[src/zcd_params.svh]
/*
 constants for the zero-cross detector logic: reset values and synchroniser depth.
 assumes it is included by bare name from the package or the design file.
*/
`ifndef ZCD_PARAMS_SVH
`define ZCD_PARAMS_SVH

`define SYNC_STAGES       2
`define ENABLE_RST_VALUE  1'b0
`define FLAG_RST_VALUE    1'b0
`define IRQ_RST_VALUE     1'b0
`define OUT_RST_VALUE     1'b0

`endif

[src/zcd_pkg.sv]
/*
 types shared by the zero-cross detector logic.
 assumes nothing of its surroundings.
*/
`include "zcd_params.svh"

package zcd_pkg;

	typedef enum logic [1:0]
	{
		ST_RESET    = 2'b00,
		ST_INACTIVE = 2'b01,
		ST_ACTIVE   = 2'b10
	} zcd_state_t;

endpackage

[src/zero_cross_detect_logic.sv]
/*
 digital side of the zero-cross detector: synchronises the front-end sink/source
 decision, applies polarity, detects edges, keeps the sticky flag and the request.
 assumes the analog front end drives SINK_ACTIVE asynchronously and that software
 pulses FLAG_CLEAR and ENABLE_SET for one cycle; sleep does not stop CORE_CLK.
*/
// Overview of operation
// - front end high means sinking, low sourcing
// - output reads 1 while sinking, noninverted
// - invert select flips the output
// - polarity applies even when disabled
// - rising edge sets flag if enabled
// - falling edge sets flag if enabled
// - either enabled edge sets the flag
// - request needs flag and three enables
// - polarity change alone may set flag
// - set wins over simultaneous clear
// - operation continues unchanged in sleep
// - disable config low: active after reset
// - disable config high: wait for enable
// - rise enable low leaves flag alone
`timescale 1ns/1ps
`include "zcd_params.svh"

module zero_cross_detect_logic
	import zcd_pkg::*;
(
	// clock and reset
	input  wire logic CORE_CLK,
	input  wire logic NRST,
	// front end
	input  wire logic SINK_ACTIVE,
	// configuration and control
	input  wire logic CROSSING_DISABLE_CONFIG,
	input  wire logic ENABLE_SET,
	input  wire logic ENABLE_CLEAR,
	input  wire logic OUTPUT_INVERT_SELECT,
	input  wire logic RISE_IRQ_ENABLE,
	input  wire logic FALL_IRQ_ENABLE,
	input  wire logic FLAG_CLEAR,
	input  wire logic CROSSING_IRQ_ENABLE,
	input  wire logic PERIPHERAL_IRQ_ENABLE,
	input  wire logic GLOBAL_IRQ_ENABLE,
	input  wire logic SLEEP_MODE,
	// status and request
	output logic      MODULE_ACTIVE,
	output logic      CROSSING_OUTPUT_BIT,
	output logic      CROSSING_IRQ_FLAG,
	output logic      IRQ_REQUEST
);

	// ------------------------------------------------------------
	// synchroniser and polarity
	// ------------------------------------------------------------
	logic [`SYNC_STAGES-1:0] sync_ff;
	logic [`SYNC_STAGES-1:0] nxt_sync;
	logic                    out_ff;
	logic                    nxt_out;
	logic                    flag_ff;
	logic                    nxt_flag;
	logic                    irq_ff;
	logic                    nxt_irq;
	zcd_state_t              state_ff;
	zcd_state_t              nxt_state;
	logic                    active_ff;
	logic                    nxt_active;
	logic                    rise_evt;
	logic                    fall_evt;

	// sleep has no input here on purpose: nothing below may depend on it
	always_comb
	begin
		nxt_sync = {sync_ff[`SYNC_STAGES-2:0], SINK_ACTIVE};
		// polarity runs regardless of enable, so a write to it alone can edge
		nxt_out  = sync_ff[`SYNC_STAGES-1] ^ OUTPUT_INVERT_SELECT;
	end

	// ------------------------------------------------------------
	// edge detection, flag and request
	// ------------------------------------------------------------
	always_comb
	begin
		rise_evt  = RISE_IRQ_ENABLE & nxt_out & ~out_ff;
		fall_evt  = FALL_IRQ_ENABLE & ~nxt_out & out_ff;
		nxt_flag  = flag_ff;
		if (FLAG_CLEAR)
		begin
			nxt_flag = 1'b0;
		end
		if (rise_evt | fall_evt)
		begin
			nxt_flag = 1'b1;
		end
		nxt_irq = nxt_flag & CROSSING_IRQ_ENABLE & PERIPHERAL_IRQ_ENABLE
			& GLOBAL_IRQ_ENABLE;
	end

	// ------------------------------------------------------------
	// module enable state
	// ------------------------------------------------------------
	always_comb
	begin
		nxt_state = state_ff;
		case (state_ff)
			ST_RESET:
			begin
				// config strap taken at the first edge after release
				if (CROSSING_DISABLE_CONFIG)
				begin
					nxt_state = ST_INACTIVE;
				end
				else
				begin
					nxt_state = ST_ACTIVE;
				end
			end
			ST_INACTIVE:
			begin
				if (ENABLE_SET)
				begin
					nxt_state = ST_ACTIVE;
				end
			end
			ST_ACTIVE:
			begin
				if (ENABLE_CLEAR && !ENABLE_SET)
				begin
					nxt_state = ST_INACTIVE;
				end
			end
			default:
			begin
				nxt_state = ST_RESET;
			end
		endcase
		// registered copy keeps the status output straight off a flop
		nxt_active = (nxt_state == ST_ACTIVE);
	end

	always_ff @(posedge CORE_CLK or negedge NRST)
	begin
		if (!NRST)
		begin
			sync_ff   <= '0;
			out_ff    <= `OUT_RST_VALUE;
			flag_ff   <= `FLAG_RST_VALUE;
			irq_ff    <= `IRQ_RST_VALUE;
			state_ff  <= ST_RESET;
			active_ff <= `ENABLE_RST_VALUE;
		end
		else
		begin
			sync_ff   <= nxt_sync;
			out_ff    <= nxt_out;
			flag_ff   <= nxt_flag;
			irq_ff    <= nxt_irq;
			state_ff  <= nxt_state;
			active_ff <= nxt_active;
		end
	end

	always_comb
	begin
		MODULE_ACTIVE       = active_ff;
		CROSSING_OUTPUT_BIT = out_ff;
		CROSSING_IRQ_FLAG   = flag_ff;
		IRQ_REQUEST         = irq_ff;
	end

	// ------------------------------------------------------------
	// checks
	// ------------------------------------------------------------
	property p_polarity;
		@(posedge CORE_CLK) disable iff (!NRST)
		$past(NRST) |->
			out_ff == ($past(sync_ff[`SYNC_STAGES-1]) ^ $past(OUTPUT_INVERT_SELECT));
	endproperty
	a_polarity: assert property (p_polarity) else $error("output polarity wrong");

	property p_sync_delay;
		@(posedge CORE_CLK) disable iff (!NRST)
		$rose(SINK_ACTIVE) ##1 SINK_ACTIVE [*3] |-> ##0 sync_ff[`SYNC_STAGES-1];
	endproperty
	a_sync_delay: assert property (p_sync_delay) else $error("sync too slow");

	property p_rise_sets;
		@(posedge CORE_CLK) disable iff (!NRST)
		$rose(out_ff) && $past(RISE_IRQ_ENABLE) |-> flag_ff;
	endproperty
	a_rise_sets: assert property (p_rise_sets) else $error("rise edge missed");

	property p_fall_sets;
		@(posedge CORE_CLK) disable iff (!NRST)
		$fell(out_ff) && $past(FALL_IRQ_ENABLE) |-> flag_ff;
	endproperty
	a_fall_sets: assert property (p_fall_sets) else $error("fall edge missed");

	property p_no_spurious;
		@(posedge CORE_CLK) disable iff (!NRST)
		$rose(flag_ff) |-> ($rose(out_ff) && $past(RISE_IRQ_ENABLE))
			|| ($fell(out_ff) && $past(FALL_IRQ_ENABLE));
	endproperty
	a_no_spurious: assert property (p_no_spurious) else $error("flag set without edge");

	property p_set_wins;
		@(posedge CORE_CLK) disable iff (!NRST)
		FLAG_CLEAR && (rise_evt || fall_evt) |=> flag_ff;
	endproperty
	a_set_wins: assert property (p_set_wins) else $error("clear beat set");

	property p_clear;
		@(posedge CORE_CLK) disable iff (!NRST)
		FLAG_CLEAR && !rise_evt && !fall_evt |=> !flag_ff;
	endproperty
	a_clear: assert property (p_clear) else $error("flag clear ignored");

	property p_hold;
		@(posedge CORE_CLK) disable iff (!NRST)
		flag_ff && !FLAG_CLEAR |=> flag_ff;
	endproperty
	a_hold: assert property (p_hold) else $error("flag dropped by itself");

	property p_irq;
		@(posedge CORE_CLK) disable iff (!NRST)
		$past(NRST) |-> IRQ_REQUEST == (CROSSING_IRQ_FLAG && $past(CROSSING_IRQ_ENABLE)
			&& $past(PERIPHERAL_IRQ_ENABLE) && $past(GLOBAL_IRQ_ENABLE));
	endproperty
	a_irq: assert property (p_irq) else $error("request gating wrong");

	property p_boot;
		@(posedge CORE_CLK) disable iff (!NRST)
		state_ff == ST_RESET |=> MODULE_ACTIVE == !$past(CROSSING_DISABLE_CONFIG);
	endproperty
	a_boot: assert property (p_boot) else $error("reset activation wrong");

	property p_wait_enable;
		@(posedge CORE_CLK) disable iff (!NRST)
		state_ff == ST_INACTIVE && !ENABLE_SET |=> !MODULE_ACTIVE;
	endproperty
	a_wait_enable: assert property (p_wait_enable) else $error("activated without enable");

	c_rise: cover property (@(posedge CORE_CLK) disable iff (!NRST) $rose(flag_ff) && $rose(out_ff));
	c_fall: cover property (@(posedge CORE_CLK) disable iff (!NRST) $rose(flag_ff) && $fell(out_ff));
	c_race: cover property (@(posedge CORE_CLK) disable iff (!NRST) FLAG_CLEAR && rise_evt);
	c_irq: cover property (@(posedge CORE_CLK) disable iff (!NRST) $rose(IRQ_REQUEST));

endmodule

[config.mk]
export PLATFORM = sky130hd
export DESIGN_NAME = zero_cross_detect_logic
export DESIGN_NICKNAME = d
export VERILOG_FILES = /design/src/zcd_pkg.sv /design/src/zero_cross_detect_logic.sv
export VERILOG_INCLUDE_DIRS = /design/src
export SDC_FILE = /design/constraint.sdc
export NUM_CORES = 1
export LEC_CHECK = 0
export ABC_AREA = 1
export CORE_AREA = 8 8 45 47
export CTS_BUF_LIST = sky130_fd_sc_hd__clkbuf_4 sky130_fd_sc_hd__clkbuf_8
export CTS_CLUSTER_DIAMETER = 40
export DETAILED_ROUTE_END_ITERATION = 6
export DIE_AREA = 0 0 53 55
export DONT_BUFFER_PORTS = 1
export SYNTH_ARGS = -nofsm -noshare
export SYNTH_HDL_FRONTEND = slang
export SYNTH_SLANG_ARGS = --single-unit
export TNS_END_PERCENT = 1
[constraint.sdc]
create_clock -name CORE_CLK -period 1.43 [get_ports CORE_CLK]
set_clock_uncertainty 0.2 [all_clocks]
set_input_delay 0.0715 -clock CORE_CLK [delete_from_list [all_inputs] [get_ports CORE_CLK]]
set_output_delay 0.0715 -clock CORE_CLK [all_outputs]
set_load 0.05 [all_outputs]
==> results.json, run 1 <==
{
  "rsz0062_at_grt": "no",
  "cts.clk_slew.worst_paths_ns": 0.05,
  "die_w_um": 53,
  "synth_area_leaders": "dfrtp_1 59%, nand3_1 8.8%, inv_1 8.8%",
  "fp.dieH_um": 55,
  "yosysTopAreaCellShare_pct": 58.6,
  "antenna_found_initial": 0,
  "cp.depth": 2,
  "cts_sinks": 8,
  "top_level_ports": 18,
  "drc_errors": 0,
  "fmax_ghz": 0.860,
  "cp.required_ns": 1.63,
  "slew_violations": 0,
  "synth.distinct_cells": 12,
  "netlist_area_um2": 342,
  "power_frac_clock_pct": 23.4,
  "min_to": "sync_ff[1]",
  "setup_viol": 0,
  "port_buffers": 0,
  "hpwl_um": 526,
  "gp_congestion": 0.720,
  "hp-start": "sync_ff[0]",
  "synth_area_leader_cell": "dfrtp_1",
  "ys_ff_latch": 8,
  "final_antenna_net_count": 0,
  "setup_tns_ns": 0,
  "cts_tree": "done",
  "holdPathStages": 0,
  "fin_area_um2": 529,
  "avgSynthCellArea_um2": 8.99,
  "cts_made_buffers": 3,
  "grt_pass1_vias": 311,
  "drtIter0Drc": 4,
  "p_per_area_mw_per_mm2": 1340,
  "firstDrtPassIters": 2,
  "place_area_um2": 377,
  "cp_cell_sequence": "dlygate4sd3_1 > dlygate4sd3_1",
  "initial_core_util_pct": 24.7,
  "hold_class": "reg2reg",
  "vdd_drop_max_mv": 0.586,
  "grt_util_all_layers_pct": 6.43,
  "cts_hold_buf": 13,
  "cap_violations": 0,
  "outcome": "complete, no violations",
  "leakage_uw": 0.000282,
  "cts.htree.levels": 1,
  "grt_pass1_wl_um": 1280,
  "min_period_ns": 1.16,
  "worstReg2RegEnd": "IRQ_REQUEST",
  "rr_startpoint": "sync_ff[1]",
  "p_switching_uw": 259,
  "cp_slowest_cell": "dlygate4sd3_1",
  "num_vias": 287,
  "overflow": 0,
  "synthToLayoutAreaGrowth_pct": 54.9,
  "wl_per_cell_um": 10.2,
  "synth_nets": 52,
  "slew_headroom_pct": 69.7,
  "crit_buf_inv": 2,
  "clock-root-buffer": "clkbuf_4",
  "grt_max_degree": 9,
  "cp_max_fo": 8,
  "core_region_area_mm2": 0.00138,
  "synthCells": 38,
  "ctsResizeCount": 0,
  "finalWirelength_um": 731,
  "cts_setup_buffers": 0,
  "cp_top_family": "buffers and inverters",
  "reg2reg_slack_ns": 0.37,
  "cp.arrival_ns": 1.36,
  "viasPerCell": 3.99,
  "clock_path_buffers": 2,
  "startpoint_type": "input pin",
  "p_seq_share_pct": 51.7,
  "reg2regPathDepth": 6,
  "path_common_cell": "dlygate4sd3_1",
  "clkLatencyLatePin_ns": 0.25,
  "cp-end-kind": "async pin",
  "pwr-share-comb_pct": 25.0,
  "yosysWarnings": 0,
  "finalHoldViolations": 0,
  "fp-row-count": 14,
  "intPower_uw": 450,
  "nNetsFinal": 72,
  "dieArea_mm2": 0.00292,
  "seq_area_frac_synth_pct": 58.6,
  "diodes": 0,
  "worstMarginPinSlew_ns": 0.455,
  "fin_crit_sh_pct": 81.3,
  "max_stage_delay_ns": 0.77,
  "p_sw_share_pct": 36.5,
  "drive_above_1_share_pct": 17.9,
  "crit_type": "in2async"
}
==> worst reg2reg max path: cells and delay by family, from the launching register on <==
kind,cells,cell delay [ns]
DFF,1,0.37
buffers and inverters,2,0.08
and+or+nand+nor,4,0.31
==> through the flow <==
stage | utilization [%] | setup WS, ns | hold WS (ns) | power (uW) | std cells
2_1_floorplan | - | 0.165 | -0.424 | 480 | 38
3_3_place_gp | 27.2 | 0.378 | -0.424 | 512 | 56
3_5_place_dp | 27.2 | 0.369 | -0.424 | 516 | 56
4_1_cts | 38.2 | 0.243 | 0.148 | 721 | 72
5_1_grt | 38.2 | 0.152 | 0.163 | 763 | 72
6_report | 38.2 | 0.267 | 0.146 | 709 | 72
==> kinds of logic (layout without fill, tap and decap cells) <==
family / count (synthesis) / count (layout) / synth area share [%]
compound gates: 3 / 3 / 5.49
buf+inv: 9 / 27 / 9.89
flops: 8 / 8 / 58.6
simple gates: 18 / 18 / 26.0
==> cell usage after synthesis, drive strengths merged <==
master	n
dfrtp	8
nand3	7
inv	9
o21ai	2
nand2	8
nor2	2
and3	1
a21oi	1
==> state kept, by name, indices dropped and copies added (netlist names) <==
name	flops
state_ff	2
sync_ff	2
CROSSING_IRQ_FLAG	1
CROSSING_OUTPUT_BIT	1
IRQ_REQUEST	1
MODULE_ACTIVE	1
==> worst max-delay path by stage <==
| stage | slack [ns] | startpoint | endpoint |
|---|---|---|---|
| floorplan | 0.17 | CROSSING_OUTPUT_BIT | IRQ_REQUEST |
| global placement | 0.38 | sync_ff[1] | IRQ_REQUEST |
| detailed placement | 0.37 | sync_ff[1] | IRQ_REQUEST |
| CTS | 0.24 | NRST | MODULE_ACTIVE |
| global route | 0.15 | NRST | state_ff[1] |
| finish | 0.27 | NRST | state_ff[1] |
==> cells in the final DEF (no fill, tap or decap) <==
cell,count
dlygate4sd3_1,13
dfrtp_1,8
inv_1,8
nand3_1,6
nand2_1,6
clkbuf_4,3
nor2_1,2
nand2_2,2
buf_4,2
inv_2,1
a21oi_2,1
o21ai_0,1
o21ai_1,1
nand3_2,1
and3_1,1
==> power by group through the flow <==
stage	logic [uW]	registers, uW	clock network, uW
global route	204	373	186
finish	177	366	166
CTS	179	367	176
detailed placement	148	368	0
floorplan	98.6	381	0
global placement	142	369	0
==> final cells by class <==
class | count | area, um2
Tap cell | 16 | 20.0
Inverter | 9 | 33.8
Multi-Input combinational cell | 21 | 108
Timing Repair Buffer | 15 | 145
Clock buffer | 3 | 22.5
Sequential cell | 8 | 200
Fill cell | 144 | 855
==> metal layers <==
metal / GRT usage (%) / wire [um] / vias up
li1: - / - / 153
met1: 6.03 / 279 / 123
met2: 8.98 / 360 / 11
met3: 3.74 / 92 / 0
met4: 7.76 / 0 / 0
met5: 0 / 0 / -
Power figures use the tool's default switching activity.
==> run 2, diff against run 1 <==
==> constraint.sdc (replaced) <==
create_clock -name CORE_CLK -period 1 [get_ports CORE_CLK]
set_clock_uncertainty 0.2 [all_clocks]
set_input_delay 0.05 -clock CORE_CLK [delete_from_list [all_inputs] [get_ports CORE_CLK]]
set_output_delay 0.05 -clock CORE_CLK [all_outputs]
set_load 0.05 [all_outputs]
==> run 2 against run 1 <==
  * Final cell count stayed put
  * Clock power increased by 41%
  * Routed wire length increased by 0.55%
  * Core utilization rose by 2.2 points
  * The run now ends with negative hold slack, negative setup slack left
  * Register-to-register slack got worse by 0.43 ns
  * Sequential share of layout area decreased by 1.6 points
==> results.json, run 2 (synthesis gave the netlist of run 1 again) <==
{
  "outcome": "complete, but fails checks",
  "violations": "negative hold slack, negative setup slack",
  "power.total_uw": 1110,
  "grt_util_all_layers_pct": 5.72,
  "grt_pass1_wl_um": 1190,
  "initial_core_util_pct": 24.7,
  "nNetsFinal": 72,
  "overflow": 0,
  "cp.depth": 1,
  "timing.hold.ws_ns": -0.150,
  "intPower_uw": 724,
  "fp-row-count": 14,
  "cts_sinks": 8,
  "reg2reg_slack_ns": -0.06,
  "worstMarginPinSlew_ns": 0.352,
  "critPathLaunch": "CROSSING_OUTPUT_BIT",
  "dpl.cell_count": 59,
  "dieArea_mm2": 0.00292,
  "grt_max_degree": 9,
  "top_level_ports": 18,
  "pwr-share-comb_pct": 37.1,
  "finalHoldViolations": 11,
  "cts.htree.levels": 1,
  "p_sw_share_pct": 34.9,
  "rsz0062_at_grt": "yes",
  "fp.dieH_um": 55,
  "met3_usage_pct": 1.34,
  "cts_hold_buf": 10,
  "p_switching_uw": 389,
  "cp_max_fo": 3,
  "final_cells": 72,
  "crit_buf_inv": 1,
  "drc_errors": 0,
  "finalWorstSetupSlack_ns": -0.0623,
  "rr_startpoint": "sync_ff[1]",
  "clkLatencyLatePin_ns": 0.25,
  "core_region_area_mm2": 0.00138,
  "fin_crit_sh_pct": 106,
  "port_buffers": 0,
  "cp.arrival_ns": 0.81,
  "cts_tree": "done",
  "viasPerCell": 4.21,
  "layout_common_cells": "10 x dlygate4sd3_1, 8 x inv_1, 6 x dfrtp_1, 6 x nand3_1, 5 x nand2_1",
  "p_seq_share_pct": 41.9,
  "cts_made_buffers": 3,
  "finalWirelength_um": 735,
  "die_w_um": 53,
  "slew_violations": 0,
  "worstReg2RegEnd": "IRQ_REQUEST",
  "cp.required_ns": 0.75,
  "max_stage_delay_ns": 0.41,
  "vdd_drop_max_mv": 0.871,
  "slew_headroom_pct": 76.5,
  "crit_path_end": "CROSSING_OUTPUT_BIT",
  "utilization_pct": 40.4,
  "min_period_ns": 1.06,
  "drive_above_1_share_pct": 28.6,
  "hold_class": "in2reg",
  "synthToLayoutAreaGrowth_pct": 63.7,
  "cp_slowest_cell": "dfrtp_2",
  "clock-root-buffer": "clkbuf_4",
  "leakage_uw": 0.000291,
  "reg_top3": "state_ff: 2 flops, sync_ff: 2 flops",
  "diodes": 0,
  "cap_violations": 0,
  "num-fill-cells": 138,
  "startpoint_type": "register",
  "cp-end-kind": "primary output",
  "wl_per_cell_um": 10.2,
  "grt.met1_usage_pct": 5.58,
  "hpwl_um": 562,
  "layout_commonest_cell": "dlygate4sd3_1",
  "cts.clk_slew.worst_paths_ns": 0.05,
  "grt_pass1_vias": 304,
  "reg2regPathDepth": 6,
  "final_antenna_net_count": 0,
  "fmax_ghz": 0.941,
  "num_vias": 303,
  "cp_top_family": "flip-flops",
  "grt_util_met2_pct": 9.38,
  "firstDrtPassIters": 2,
  "setup_viol": 8,
  "power_frac_clock_pct": 21.0,
  "cp_cell_sequence": "buf_6",
  "drtIter0Drc": 2,
  "gp_congestion": 0.725,
  "grt_busiest_layer": "met2",
  "clock_path_buffers": 2,
  "antenna_found_initial": 0,
  "crit_type": "reg2out",
  "p_per_area_mw_per_mm2": 1990
}
==> run 2: changes by cell type in the layout (fill, tap and decap cells not counted), sizes merged <==
cell / before / now
dlygate4sd3: 13 / 10
buf: 2 / 5
==> run 2: metal layers <==
layer  routed length [um]  vias to the layer above
met2                  354                       14
met5                    0                        -
met1                  278                      134
li1                     -                      153
met4                   19                        0
met3                   82                        2
==> run 2: how the worst min path moves through the flow <==
stage | start | endpoint | slack, ns | cells past startpoint
after floorplan | NRST | CROSSING_IRQ_FLAG | -0.45 | 0
after global placement | NRST | CROSSING_OUTPUT_BIT | -0.45 | 0
after detailed placement | NRST | sync_ff[1] | -0.45 | 0
after CTS | OUTPUT_INVERT_SELECT | CROSSING_IRQ_FLAG | -0.15 | 3
after global routing | OUTPUT_INVERT_SELECT | CROSSING_IRQ_FLAG | -0.14 | 3
final | OUTPUT_INVERT_SELECT | CROSSING_IRQ_FLAG | -0.15 | 3
==> run 2: timing repair <==
item | 4_1_cts | 5_1_grt
hold endpoints to repair | 15 | 11
endpoints found under the setup margin | 9 | 9
setup buffers | 0 | 0
resized for setup | 3 | 0
==> run 2: final cells by class <==
class	instances	area (um2)	share of cell area, %
sequential	8	203	36.2
timing repair buffer	15	170	30.4
multi-input combinational	21	110	19.7
inverter	9	33.8	6.04
clock buffer	3	22.5	4.03
tap	16	20.0	3.58
==> run 2: per-stage QoR <==
step | hold slack, ns | TNS [ns] | setup slack [ns] | cell area, um2
6_report | -0.150 | -0.355 | -0.0623 | 559
4_1_cts | -0.153 | -0.412 | -0.0820 | 559
5_1_grt | -0.141 | -0.755 | -0.133 | 559
3_3_place_gp | -0.445 | -0.0421 | -0.0410 | 427
2_1_floorplan | -0.446 | -0.212 | -0.140 | 344
3_5_place_dp | -0.445 | -0.0903 | -0.0645 | 427
==> run 2: power groups by stage <==
stage	Sequential (uW)	Combinational [uW]	Clock, uW
after floorplan	547	141	0
after global placement	465	364	0
after detailed placement	464	376	0
after CTS	465	416	251
after global routing	475	451	260
final	466	413	234
==> run 3, diff against run 2 <==
==> constraint.sdc (replaced) <==
create_clock -name CORE_CLK -period 1.2 [get_ports CORE_CLK]
set_clock_uncertainty 0.2 [all_clocks]
set_input_delay 0.06 -clock CORE_CLK [delete_from_list [all_inputs] [get_ports CORE_CLK]]
set_output_delay 0.06 -clock CORE_CLK [all_outputs]
set_load 0.05 [all_outputs]
==> run 3 against run 2 <==
  * The flow finishes with violations (negative hold slack)
  * Sequential share of layout area rose by 1.9 points
  * Via count fell by 5.0%
  * First-iteration DRC count shrank 50%
  * Non-clock buffer count shrank 1
  * Global-route usage is 0.61 points higher
  * Cell area down 5.6%
  * Critical endpoint is now IRQ_REQUEST
  * Die area is the same
  * Setup slack better by 0.13 ns
  * Register-to-register slack better by 0.20 ns
==> results.json, run 3 (synthesis gave the netlist of run 1 again) <==
{
  "cts_sinks": 8,
  "min_period_ns": 1.13,
  "cts_hold_buf": 12,
  "dieArea_mm2": 0.00292,
  "fin_crit_sh_pct": 94.1,
  "vdd_drop_max_mv": 0.766,
  "drc_errors": 0,
  "grt_pass1_vias": 319,
  "grt_util_all_layers_pct": 6.33,
  "layout_commonest_cell": "dlygate4sd3_1",
  "setup_tns_ns": 0,
  "cts_made_buffers": 3,
  "antenna_found_initial": 0,
  "violations": "negative hold slack",
  "reg_top3": "state_ff: 2 flops, sync_ff: 2 flops",
  "gp_congestion": 0.734,
  "viasPerCell": 4.00,
  "dp_slack_ns": 0.137,
  "timing.hold.ws_ns": -0.0523,
  "cts.htree.levels": 1,
  "grt_max_degree": 9,
  "leakage_uw": 0.000281,
  "drtIter0Drc": 1,
  "synthToLayoutAreaGrowth_pct": 54.6,
  "setup_viol": 0,
  "fp.dieH_um": 55,
  "wl_per_cell_um": 10.0,
  "nNetsFinal": 71,
  "port_buffers": 0,
  "utilization_pct": 38.2,
  "fp-row-count": 14,
  "clkLatencyLatePin_ns": 0.25,
  "core_region_area_mm2": 0.00138,
  "startpoint_type": "register",
  "firstDrtPassIters": 2,
  "finalWirelength_um": 720,
  "finalHoldViolations": 8,
  "slew_headroom_pct": 69.9,
  "ctsResizeCount": 0,
  "finalWorstSetupSlack_ns": 0.0707,
  "final_antenna_net_count": 0,
  "hpwl_um": 515,
  "num_vias": 288,
  "power.total_uw": 882,
  "cp.required_ns": 0.94,
  "clock_path_buffers": 2,
  "layout_common_cells": "12 x dlygate4sd3_1, 8 x inv_1, 7 x dfrtp_1, 6 x nand3_1, 6 x nand2_1",
  "diodes": 0,
  "dpl.cell_count": 56,
  "clock-root-buffer": "clkbuf_4",
  "worstMarginPinSlew_ns": 0.452,
  "fmax_ghz": 0.885,
  "cts.clk_slew.worst_paths_ns": 0.06,
  "outcome": "complete, but fails checks",
  "overflow": 0,
  "cap_violations": 0,
  "cp_max_fo": 1,
  "rsz0062_at_grt": "no",
  "cts_tree": "done",
  "final_cells": 72,
  "grt_pass1_wl_um": 1280,
  "cts_setup_buffers": 0,
  "die_w_um": 53,
  "top_level_ports": 18,
  "initial_core_util_pct": 24.7,
  "p_per_area_mw_per_mm2": 1670,
  "hold_class": "in2async",
  "drive_above_1_share_pct": 21.4,
  "crit_type": "reg2out",
  "slew_violations": 0,
  "cp.arrival_ns": 0.87,
  "cp-end-kind": "primary output"
}
==> run 3: cell count changes in the layout (fill, tap and decap cells not counted), sizes merged <==
cell	delta
buf	-3
dlygate4sd3	+2
clkbuf	+1
==> run 3: power by group <==
part / leakage, uW / internal (uW) / switching, uW
Clock: 0.0000184 / 150 / 88.9
Combinational: 0.000165 / 90.4 / 119
Sequential: 0.0000974 / 331 / 103
==> run 3: path summary, 6_finish.rpt <==
kind | slack (ns) | cells past startpoint | start | to
worst max-delay path | 0.07 | 0 | IRQ_REQUEST | IRQ_REQUEST
worst min-delay path | -0.05 | 1 | NRST | IRQ_REQUEST
worst max register to register | 0.14 | 6 | CROSSING_OUTPUT_BIT | IRQ_REQUEST
worst min register to register | 0.14 | 0 | sync_ff[0] | sync_ff[1]
max in group asynchronous | 0.58 | 1 | NRST | CROSSING_OUTPUT_BIT
min in group CORE_CLK | 0.14 | 0 | sync_ff[0] | sync_ff[1]
==> run 3: final cells by class <==
class	instances	area (um2)
multi-input cells	21	108
flip-flops and latches	8	201
clock buffers	4	30.0
well taps	16	20.0
inverters	9	33.8
fillers	150	856
repair buffers	14	135
==> run 3: stage by stage <==
stage	instance area (um2)	hold WS (ns)
floorplan	343	-0.436
global placement	378	-0.435
detailed placement	378	-0.435
CTS	528	-0.0459
global route	528	-0.0156
finish	528	-0.0523
==> run 3: layer usage <==
layer,GRT usage [%],vias up,part of all wire (%)
met5,0,-,0
met4,7.76,0,0
met3,3.74,0,12
met2,9.18,11,50
met1,5.58,123,38
li1,-,154,-
